--- config.mk ---
export PLATFORM = sky130hd
export DESIGN_NAME = ets_top
export DESIGN_NICKNAME = d
export VERILOG_FILES = /design/src/ets_pkg.sv /design/src/ets_fatal_seq.sv /design/src/ets_top.sv
export SDC_FILE = /design/constraint.sdc
export NUM_CORES = 1
export LEC_CHECK = 0
export BUFFER_PORTS_ARGS = -buffer_cell sky130_fd_sc_hd__clkbuf_2
export CAP_MARGIN = 20
export CORE_MARGIN = 2
export CORE_UTILIZATION = 45
export CTS_CLUSTER_SIZE = 30
export DETAILED_ROUTE_END_ITERATION = 10
export PLACE_DENSITY = 0.74
export SETUP_SLACK_MARGIN = 0.05
export SLEW_MARGIN = 15
export SYNTH_ARGS = -nofsm -noshare
export SYNTH_HDL_FRONTEND = slang
export SYNTH_SLANG_ARGS = --single-unit
export TNS_END_PERCENT = 50
--- constraint.sdc ---
create_clock -name core_clk -period 2.5 [get_ports core_clk]
set_input_delay 0.25 -clock core_clk [delete_from_list [all_inputs] [get_ports core_clk]]
set_output_delay 0.25 -clock core_clk [all_outputs]
set_load 0.03 [all_outputs]
--- src/ets_pkg.sv ---
// Package with constants and types for the error and thermal signalling block
package ets_pkg;

  // Machine check pulse length in base clock cycles
  localparam int unsigned MCE_HOLD_CYCLES = 16;
  localparam int unsigned MCE_CNT_W       = 5;
  // Thermal trip threshold in degrees Celsius
  localparam int unsigned TRIP_TEMP_C     = 130;
  localparam int unsigned TEMP_W          = 8;
  localparam logic [TEMP_W-1:0] TRIP_TEMP = TRIP_TEMP_C[TEMP_W-1:0];

  // Fatal error sequencer states
  typedef enum logic [1:0] {
    ETS_FE_IDLE  = 2'b00,
    ETS_FE_PULSE = 2'b01,
    ETS_FE_HOLD  = 2'b10
  } ets_fe_state_e;

  // Error events from the core
  typedef struct packed {
    logic machine_check_error;
    logic internal_error;
  } ets_err_s;

  // Thermal sensor report
  typedef struct packed {
    logic              at_max_temp;
    logic [TEMP_W-1:0] junction_temp;
  } ets_sensor_s;

endpackage : ets_pkg

--- src/ets_fatal_seq.sv ---
// Fatal error output sequencer: timed pulse or held assertion
`timescale 1ns/1ns
module ets_fatal_seq
  import ets_pkg::*;
#(
  parameter int unsigned HOLD_CYCLES = MCE_HOLD_CYCLES
) (
  input  wire logic     core_clk,
  input  wire logic     reset_n,
  input  wire logic     warm_reset,
  input  wire ets_err_s err,
  output logic          fatal_active
);

  ets_fe_state_e        state_reg;
  ets_fe_state_e        state_next;
  logic [MCE_CNT_W-1:0] cnt_reg;
  logic [MCE_CNT_W-1:0] cnt_next;

  localparam logic [MCE_CNT_W-1:0] LAST_CNT = MCE_CNT_W'(HOLD_CYCLES - 1);

  // Internal error wins over a machine check since it never releases
  always_comb begin
    state_next = state_reg;
    cnt_next   = cnt_reg;
    case (state_reg)
      ETS_FE_IDLE: begin
        if (err.internal_error) begin
          state_next = ETS_FE_HOLD;
        end else if (err.machine_check_error) begin
          state_next = ETS_FE_PULSE;
          cnt_next   = '0;
        end
      end
      ETS_FE_PULSE: begin
        if (err.internal_error) begin
          state_next = ETS_FE_HOLD;
        end else if (cnt_reg == LAST_CNT) begin
          state_next = ETS_FE_IDLE;
        end else begin
          cnt_next = cnt_reg + 1'b1;
        end
      end
      ETS_FE_HOLD: state_next = ETS_FE_HOLD;
      default:     state_next = ETS_FE_IDLE;
    endcase
  end

  // Warm reset clears the held indication as a cold reset does
  always_ff @(posedge core_clk or negedge reset_n) begin
    if (!reset_n) begin
      state_reg <= ETS_FE_IDLE;
      cnt_reg   <= '0;
    end else if (warm_reset) begin
      state_reg <= ETS_FE_IDLE;
      cnt_reg   <= '0;
    end else begin
      state_reg <= state_next;
      cnt_reg   <= cnt_next;
    end
  end

  assign fatal_active = (state_reg != ETS_FE_IDLE);

endmodule : ets_fatal_seq

--- src/ets_top.sv ---
// Error and thermal protection signalling logic of the device
`timescale 1ns/1ns
module ets_top
  import ets_pkg::*;
(
  input  wire logic        core_clk,
  input  wire logic        reset_n,
  input  wire logic        warm_reset,
  input  wire ets_err_s    err,
  input  wire ets_sensor_s sensor,
  input  wire logic        tcc_enable,
  input  wire logic        overheat_flag_n_in,
  output logic             fatal_error_n,
  output logic             fatal_error_n_oe,
  output logic             overheat_flag_n,
  output logic             overheat_flag_n_oe,
  output logic             thermal_shutdown_n,
  output logic             thermal_shutdown_n_oe,
  output logic             thermal_control_circuit,
  output logic             exec_halt
);

  // Position of each open-drain line in the per-line vectors below
  localparam int unsigned PIN_FATAL = 0;
  localparam int unsigned PIN_HOT   = 1;
  localparam int unsigned PIN_TRIP  = 2;
  localparam int unsigned PIN_COUNT = 3;

  // Fatal sequencer result, high while the fatal line must be pulled
  logic                 fatal_active;

  // Overheat pin synchroniser; the board may move the line at any time
  logic                 oh_sync1_reg;
  logic                 oh_sync1_next;
  logic                 oh_sync2_reg;
  logic                 oh_sync2_next;

  // Registered drive request for our own overheat pull
  logic                 oh_drive_reg;
  logic                 oh_drive_next;

  // Registered control circuit state
  logic                 tcc_reg;
  logic                 tcc_next;

  // Sticky thermal trip state
  logic                 trip_reg;
  logic                 trip_next;

  // Registered fatal pull request
  logic                 fatal_reg;
  logic                 fatal_next;

  // Decoded overheat and trip conditions
  logic                 own_hot;
  logic                 ext_hot;
  logic                 any_hot;
  logic                 trip_hit;

  // One bit per open-drain line
  logic [PIN_COUNT-1:0] pull_req;
  logic [PIN_COUNT-1:0] pin_val;
  logic [PIN_COUNT-1:0] pin_oe;

  ets_fatal_seq #(
    .HOLD_CYCLES (MCE_HOLD_CYCLES)
  ) u_fatal (
    .core_clk     (core_clk),
    .reset_n      (reset_n),
    .warm_reset   (warm_reset),
    .err          (err),
    .fatal_active (fatal_active)
  );

  // Synchroniser inputs: the pin enters the first stage only
  assign oh_sync1_next = overheat_flag_n_in;
  assign oh_sync2_next = oh_sync1_reg;

  // First synchroniser stage; resets to the released level so that no
  // false overheat is seen while the line settles after reset
  always_ff @(posedge core_clk or negedge reset_n) begin
    if (!reset_n) begin
      oh_sync1_reg <= 1'b1;
    end else begin
      oh_sync1_reg <= oh_sync1_next;
    end
  end

  // Second synchroniser stage; the only stage that logic reads
  always_ff @(posedge core_clk or negedge reset_n) begin
    if (!reset_n) begin
      oh_sync2_reg <= 1'b1;
    end else begin
      oh_sync2_reg <= oh_sync2_next;
    end
  end

  // Overheat sources: our own sensor or the board pulling the line.
  // Our own pull also shows on the pin; it only feeds the control
  // circuit and never our own drive, so the line cannot latch itself
  assign own_hot  = sensor.at_max_temp;
  assign ext_hot  = ~oh_sync2_reg;
  assign any_hot  = own_hot | ext_hot;

  // Trip is strictly above the threshold; equal is still safe
  assign trip_hit = (sensor.junction_temp > TRIP_TEMP);

  // Next values of the drive and control registers
  assign oh_drive_next = own_hot;
  assign tcc_next      = tcc_enable & any_hot;
  assign trip_next     = trip_reg | trip_hit;
  assign fatal_next    = fatal_active;

  // Overheat drive follows the sensor and is not sticky
  always_ff @(posedge core_clk or negedge reset_n) begin
    if (!reset_n) begin
      oh_drive_reg <= 1'b0;
    end else begin
      oh_drive_reg <= oh_drive_next;
    end
  end

  // Control circuit engages only while it is enabled
  always_ff @(posedge core_clk or negedge reset_n) begin
    if (!reset_n) begin
      tcc_reg <= 1'b0;
    end else begin
      tcc_reg <= tcc_next;
    end
  end

  // Thermal trip latches until cold reset: a warm reset must not let an
  // overheated core resume execution
  always_ff @(posedge core_clk or negedge reset_n) begin
    if (!reset_n) begin
      trip_reg <= 1'b0;
    end else begin
      trip_reg <= trip_next;
    end
  end

  // Fatal request is registered so the pin only moves on a clock edge
  always_ff @(posedge core_clk or negedge reset_n) begin
    if (!reset_n) begin
      fatal_reg <= 1'b0;
    end else begin
      fatal_reg <= fatal_next;
    end
  end

  // Pull requests gathered per line
  assign pull_req[PIN_FATAL] = fatal_reg;
  assign pull_req[PIN_HOT]   = oh_drive_reg;
  assign pull_req[PIN_TRIP]  = trip_reg;

  // Open-drain lines: value always low, enable low while pulling the pin;
  // the board pull-up gives the released level
  for (genvar i = 0; i < PIN_COUNT; i++) begin : g_pin
    assign pin_val[i] = 1'b0;
    assign pin_oe[i]  = ~pull_req[i];
  end

  // Fatal error line
  assign fatal_error_n    = pin_val[PIN_FATAL];
  assign fatal_error_n_oe = pin_oe[PIN_FATAL];

  // Overheat line
  assign overheat_flag_n    = pin_val[PIN_HOT];
  assign overheat_flag_n_oe = pin_oe[PIN_HOT];

  // Thermal shutdown line
  assign thermal_shutdown_n    = pin_val[PIN_TRIP];
  assign thermal_shutdown_n_oe = pin_oe[PIN_TRIP];

  // Core-side status
  assign thermal_control_circuit = tcc_reg;
  assign exec_halt               = trip_reg;

endmodule : ets_top

[Word level (Yosys, flattened, before mapping)]
Cells that the tools add are included.
Operators by class
  add/sub/neg operators: 1
  order comparisons: 1
  equality and inequality tests: 9
  multiplexer cells: 12
  bitwise operators: 7
  reductions and logical operators: 5
Operators with widths (count)
  $mux W5: 5
  $ne A3 B3 Y1 const B: 4
  $mux W2: 5
  $pmux W5 S2: 1
  $gt A8 B8 Y1 const B: 1
  $pmux W2 S3: 1
  $add A5 B1 Y5 const B: 1
  $eq A5 B4 Y1 const B: 1
  $reduce_and A5 Y1: 1
  $ne A4 B3 Y1 const B: 1
  $ne A4 B4 Y1 const B: 1
  $not A1 Y1: 4
  $reduce_bool A3 Y1: 1
  $eq A2 B1 Y1 const B: 1
  $eq A2 B2 Y1 const B: 1
  $logic_not A2 Y1: 1
  $or A1 B1 Y1: 2
  $reduce_and A2 Y1: 1
  $reduce_bool A2 Y1: 1
  $and A1 B1 Y1: 1
Storage, ports and cells
  bits in registers: 13
  input bits: 16
  output and inout port bits: 8

[Depth between registers and ports, before layout]
  depth in word-level cells: 5
  mapped depth: 7
  gate-level depth less buffers: 7

[Modules after synthesis]
From an unflattened synthesis, not the netlist that was laid out.
Second synthesis, totals
  cell total of the unflattened synthesis: 56
  area, all modules: 606.8 µm²
By module, submodules not included
  ets_fatal_seq: times used 1, cells each 37, area each 382.9 µm², sequential area each 175.2 µm²
  ets_top: times used 1, cells each 19, area each 224.0 µm², sequential area each 152.6 µm²

[Worst setup path after synthesis]
OpenSTA, ideal clock, no wires.
  path kind: flip-flop to flip-flop
  from: register u_fatal.cnt_reg[0]
  to: register u_fatal.cnt_reg[2]
  setup time: 0.126 ns
  data arrival time: 1.585 ns
  required time: 2.374 ns
  setup slack: 0.789 ns
  stages on the path, launching flop included: 8
  buffers on the path: 0
  path through: dfrtp_1 ha_1 and3_1 ha_1 nand2b_2 o21ai_2 a21oi_2 a221o_1
On the way
  longest elaborated chain between the ends: 5
Ends and longest elaborated chain
  from (decl): line ets_fatal_seq.sv:17  | logic [MCE_CNT_W-1:0] cnt_reg;
  from (signal assigned): line ets_fatal_seq.sv:59  | cnt_reg <= cnt_next;
  $add A5 B1 Y5: line ets_fatal_seq.sv:41  | cnt_next = cnt_reg + 1'b1;
  $mux W5: line ets_fatal_seq.sv:38  | end else if (cnt_reg == LAST_CNT) begin
  $mux W5: line ets_fatal_seq.sv:36  | if (err.internal_error) begin
  $pmux W5 S2: line ets_fatal_seq.sv:26  | case (state_reg)
  $mux W5: line ets_fatal_seq.sv:54  | end else if (warm_reset) begin
Several ways; a longest one is shown, not always the timed one. The select of a mux whose other input is x is not followed.
A chain may end at the register's enable or synchronous reset.

[Final worst setup path]
Ends and elaborated chain as after synthesis.

==> impl_metrics.toml <==
[worst_setup_path]
worst-path-buf-inv = 0
cp_slowest_stage_delay_ns = 0.41
cp_max_fo = 5
crit_path_start_kind = "register"
critical_path_arrival_ns = 1.95
endpoint_kind = "register"
path_cells = "ha_1 -> and3_1 -> ha_1 -> nand2b_2 -> o21ai_2 -> a21oi_2 -> a221o_1"
cp_top_family = "compound AO/OA/AOI/OAI gates"
crit_slowest_cell = "dfrtp_1"
cp_common_cell = "ha_1"
crit_type = "reg2reg"
worst_ep_required_time_ns = 2.66

[global_routing]
antenna_found_initial = 0
grt_use_total_pct = 15.34
grt_max_degree = 14
grt-ovfl-total = 0
grt_pass1_vias = 375
grt_pass1_wl_um = 1483

[power_and_ir_drop]
p_leak_nw = 0.4013
p_switching_uw = 100.1
switching_share_pct = 24.82
power_frac_comb_pct = 13.1
vdd_ir_drop_max_v = 0.0003389
seq_power_share_pct = 55.9
internal_power_uw = 303.2
p_clk_share_pct = 31.1
p_per_area_nw_per_um2 = 532.0
finalPower_uw = 403.4

[route]
vias_per_cell = 4.615
drt_first_pass_iters = 4
drcViolationCount = 0
routedWlPerCell_um = 10.56
drt_iter0_drc = 3
num_vias = 443
postRouteWirelength_um = 1014
drtAntennaViolNets = 0

[status]
status = "completed"

[final_layout]
multi_input_area_um2 = 245.2
n_antenna_cell = 0
seq_area_um2 = 327.8
fill_cells = 122
synthToLayoutAreaGrowth_pct = 22.67
largest_reg_flops = 5
fin_area_um2 = 758.2
finalCoreUtilization_pct = 59.01
drive_gt1_share_pct = 40.74
final_nets = 100
layout.cells.non_filler = 96

[timing]
slew_violations = 0
fin_crit_sh_pct = 71.56
fin_crit_ns = 1.789
clock.fmax_ghz = 0.5590
rsz0062_at_grt = "no"
setup_viol = 0
finClkSkew_ns = 0.003174
setup_tns_ns = 0
final-hold-violation-count = 0

[clock_network]
cts_root_buf = "clkbuf_4"
clkTransAtPathRegs_ns = 0.07
htree_levels = 1
numCtsBuffers = 3
postCtsSetupRepairBufs = 0
clockBufferDepth = 2
clock_sinks = 13
cts_tree = "done"
ctsResizeCount = 0
clk_latency_ns = 0.27

[logic_synthesis]
synth.area.mux_share_pct = 4.858
synth_top_area_cell = "dfrtp_1"
ys_seq_area_share_pct = 53.04
synth_compound_area_share_pct = 11.54
async_flop_share_pct = 100.0
ys.flop_type = "dfrtp_1"
ys_seq_elements = 13
synthAdderAreaFrac_pct = 4.049
synth_top_family_by_area = "simple AND/OR/NAND/NOR gates"
synthesis.instances = 57
synth_edf_count = 0
synth-xor-area-share_pct = 0
synth-simple-area-share_pct = 17.41
netlist.area_leader.share_pct = 44.53
syn_avg_cell_area_um2 = 10.84
syn_area_um2 = 618.1
synthTopCellsByArea = "dfrtp_1 (45%), dfstp_2 (8.5%), mux2i_1 (4.9%)"
yosysMostFrequentCell = "dfrtp_1"
yosys-top-cells-count = "dfrtp_1 (11), inv_1 (8), nand2_1 (4), nor2_1 (4)"
yosysUniqueCellTypes = 27
ys_warn_count = 0

[die]
die_y_um = 41.06
fp.dieW_um = 41.06
dieArea_um2 = 1686
rows = 13
io_pins = 24
core_area_um2 = 1285
start_util_pct = 48.10

[hold_path]
hold_path_class = "in2reg"

[job]
cap_viol_max_count = 0

[place]
place_hpwl_um = 799.2
io_buffers = 20
dp.cells = 91
place.gp.congestion = 0.7671
placed_area_um2 = 721.9
path summary, 6_finish.rpt:
path	cells after the start	start	slack [ns]	to
worst max-delay path	7	u_fatal.cnt_reg[0]	0.71	u_fatal.cnt_reg[2]
worst min-delay path	1	overheat_flag_n_in	0.06	oh_sync1_reg
worst max register to register	7	u_fatal.cnt_reg[0]	0.71	u_fatal.cnt_reg[2]
worst min register to register	0	oh_sync1_reg	0.36	oh_sync2_reg
max in group asynchronous	2	reset_n	1.81	oh_sync1_reg
min in group asynchronous	2	reset_n	0.40	fatal_reg
through the flow:
step                      hold slack (ns)  worst slack [ns]
final                             0.05676            0.7110
after global routing              0.03751            0.5741
after global placement             0.1520            0.7494
after floorplan                  -0.04559            0.7888
after detailed placement           0.1551            0.6935
after CTS                         0.04754            0.6974
placed cells by master, fill, tap and decap left out, types with 2 or more instances in the layout:
cell type	instances
mux2i_1	3
nand2b_1	2
nand2_1	4
dfstp_2	2
nor2_1	4
clkbuf_2	20
inv_1	8
dfrtp_1	11
clkbuf_4	3
conb_1	3
ha_1	2
logic make-up (layout without fill, tap and decap cells):
family | Yosys count | in the layout
buffers and inverters | 11 | 33
flip-flops | 13 | 13
other | 1 | 3
AND/OR/NAND/NOR | 19 | 19
multiplexers | 3 | 3
AO/OA/AOI/OAI | 8 | 8
adder cells (fa/ha/maj) | 2 | 2
power by group through the flow:
stage	logic (mW)	clock network (mW)	registers [mW]
finish	0.0528	0.125	0.225
global route	0.0596	0.142	0.227
CTS	0.0536	0.130	0.225
detailed placement	0.0523	0	0.230
global placement	0.0511	0	0.229
floorplan	0.0317	0	0.230
worst reg2reg max path: stages (launching register included):
cell and delay, ns:
dfrtp_1 0.41, ha_1 0.23, and3_1 0.17, ha_1 0.16, nand2b_2 0.18, o21ai_2 0.07, a21oi_2 0.12, a221o_1 0.35
final cells by class:
cell class	instances	share of cell area (%)
Timing Repair Buffer	21	14.52
Inverter	8	3.960
Sequential cell	13	43.23
Tap cell	15	2.475
Multi-Input combinational cell	35	32.34
Clock buffer	4	3.465
what timing repair did:
item                                    CTS  global route
endpoints found under the setup margin    0             0
endpoints found under the hold margin    11             0
hold buffers                              1             0
metal layers:
metal / GRT usage (%) / vias to the layer above / wire (µm)
met5: 0 / - / 0
met3: 9.783 / 2 / 69
met4: 10.00 / 0 / 17
li1: - / 227 / -
met1: 14.53 / 201 / 406
met2: 24.22 / 13 / 519
No activity file was read; power rests on OpenSTA's default activity.
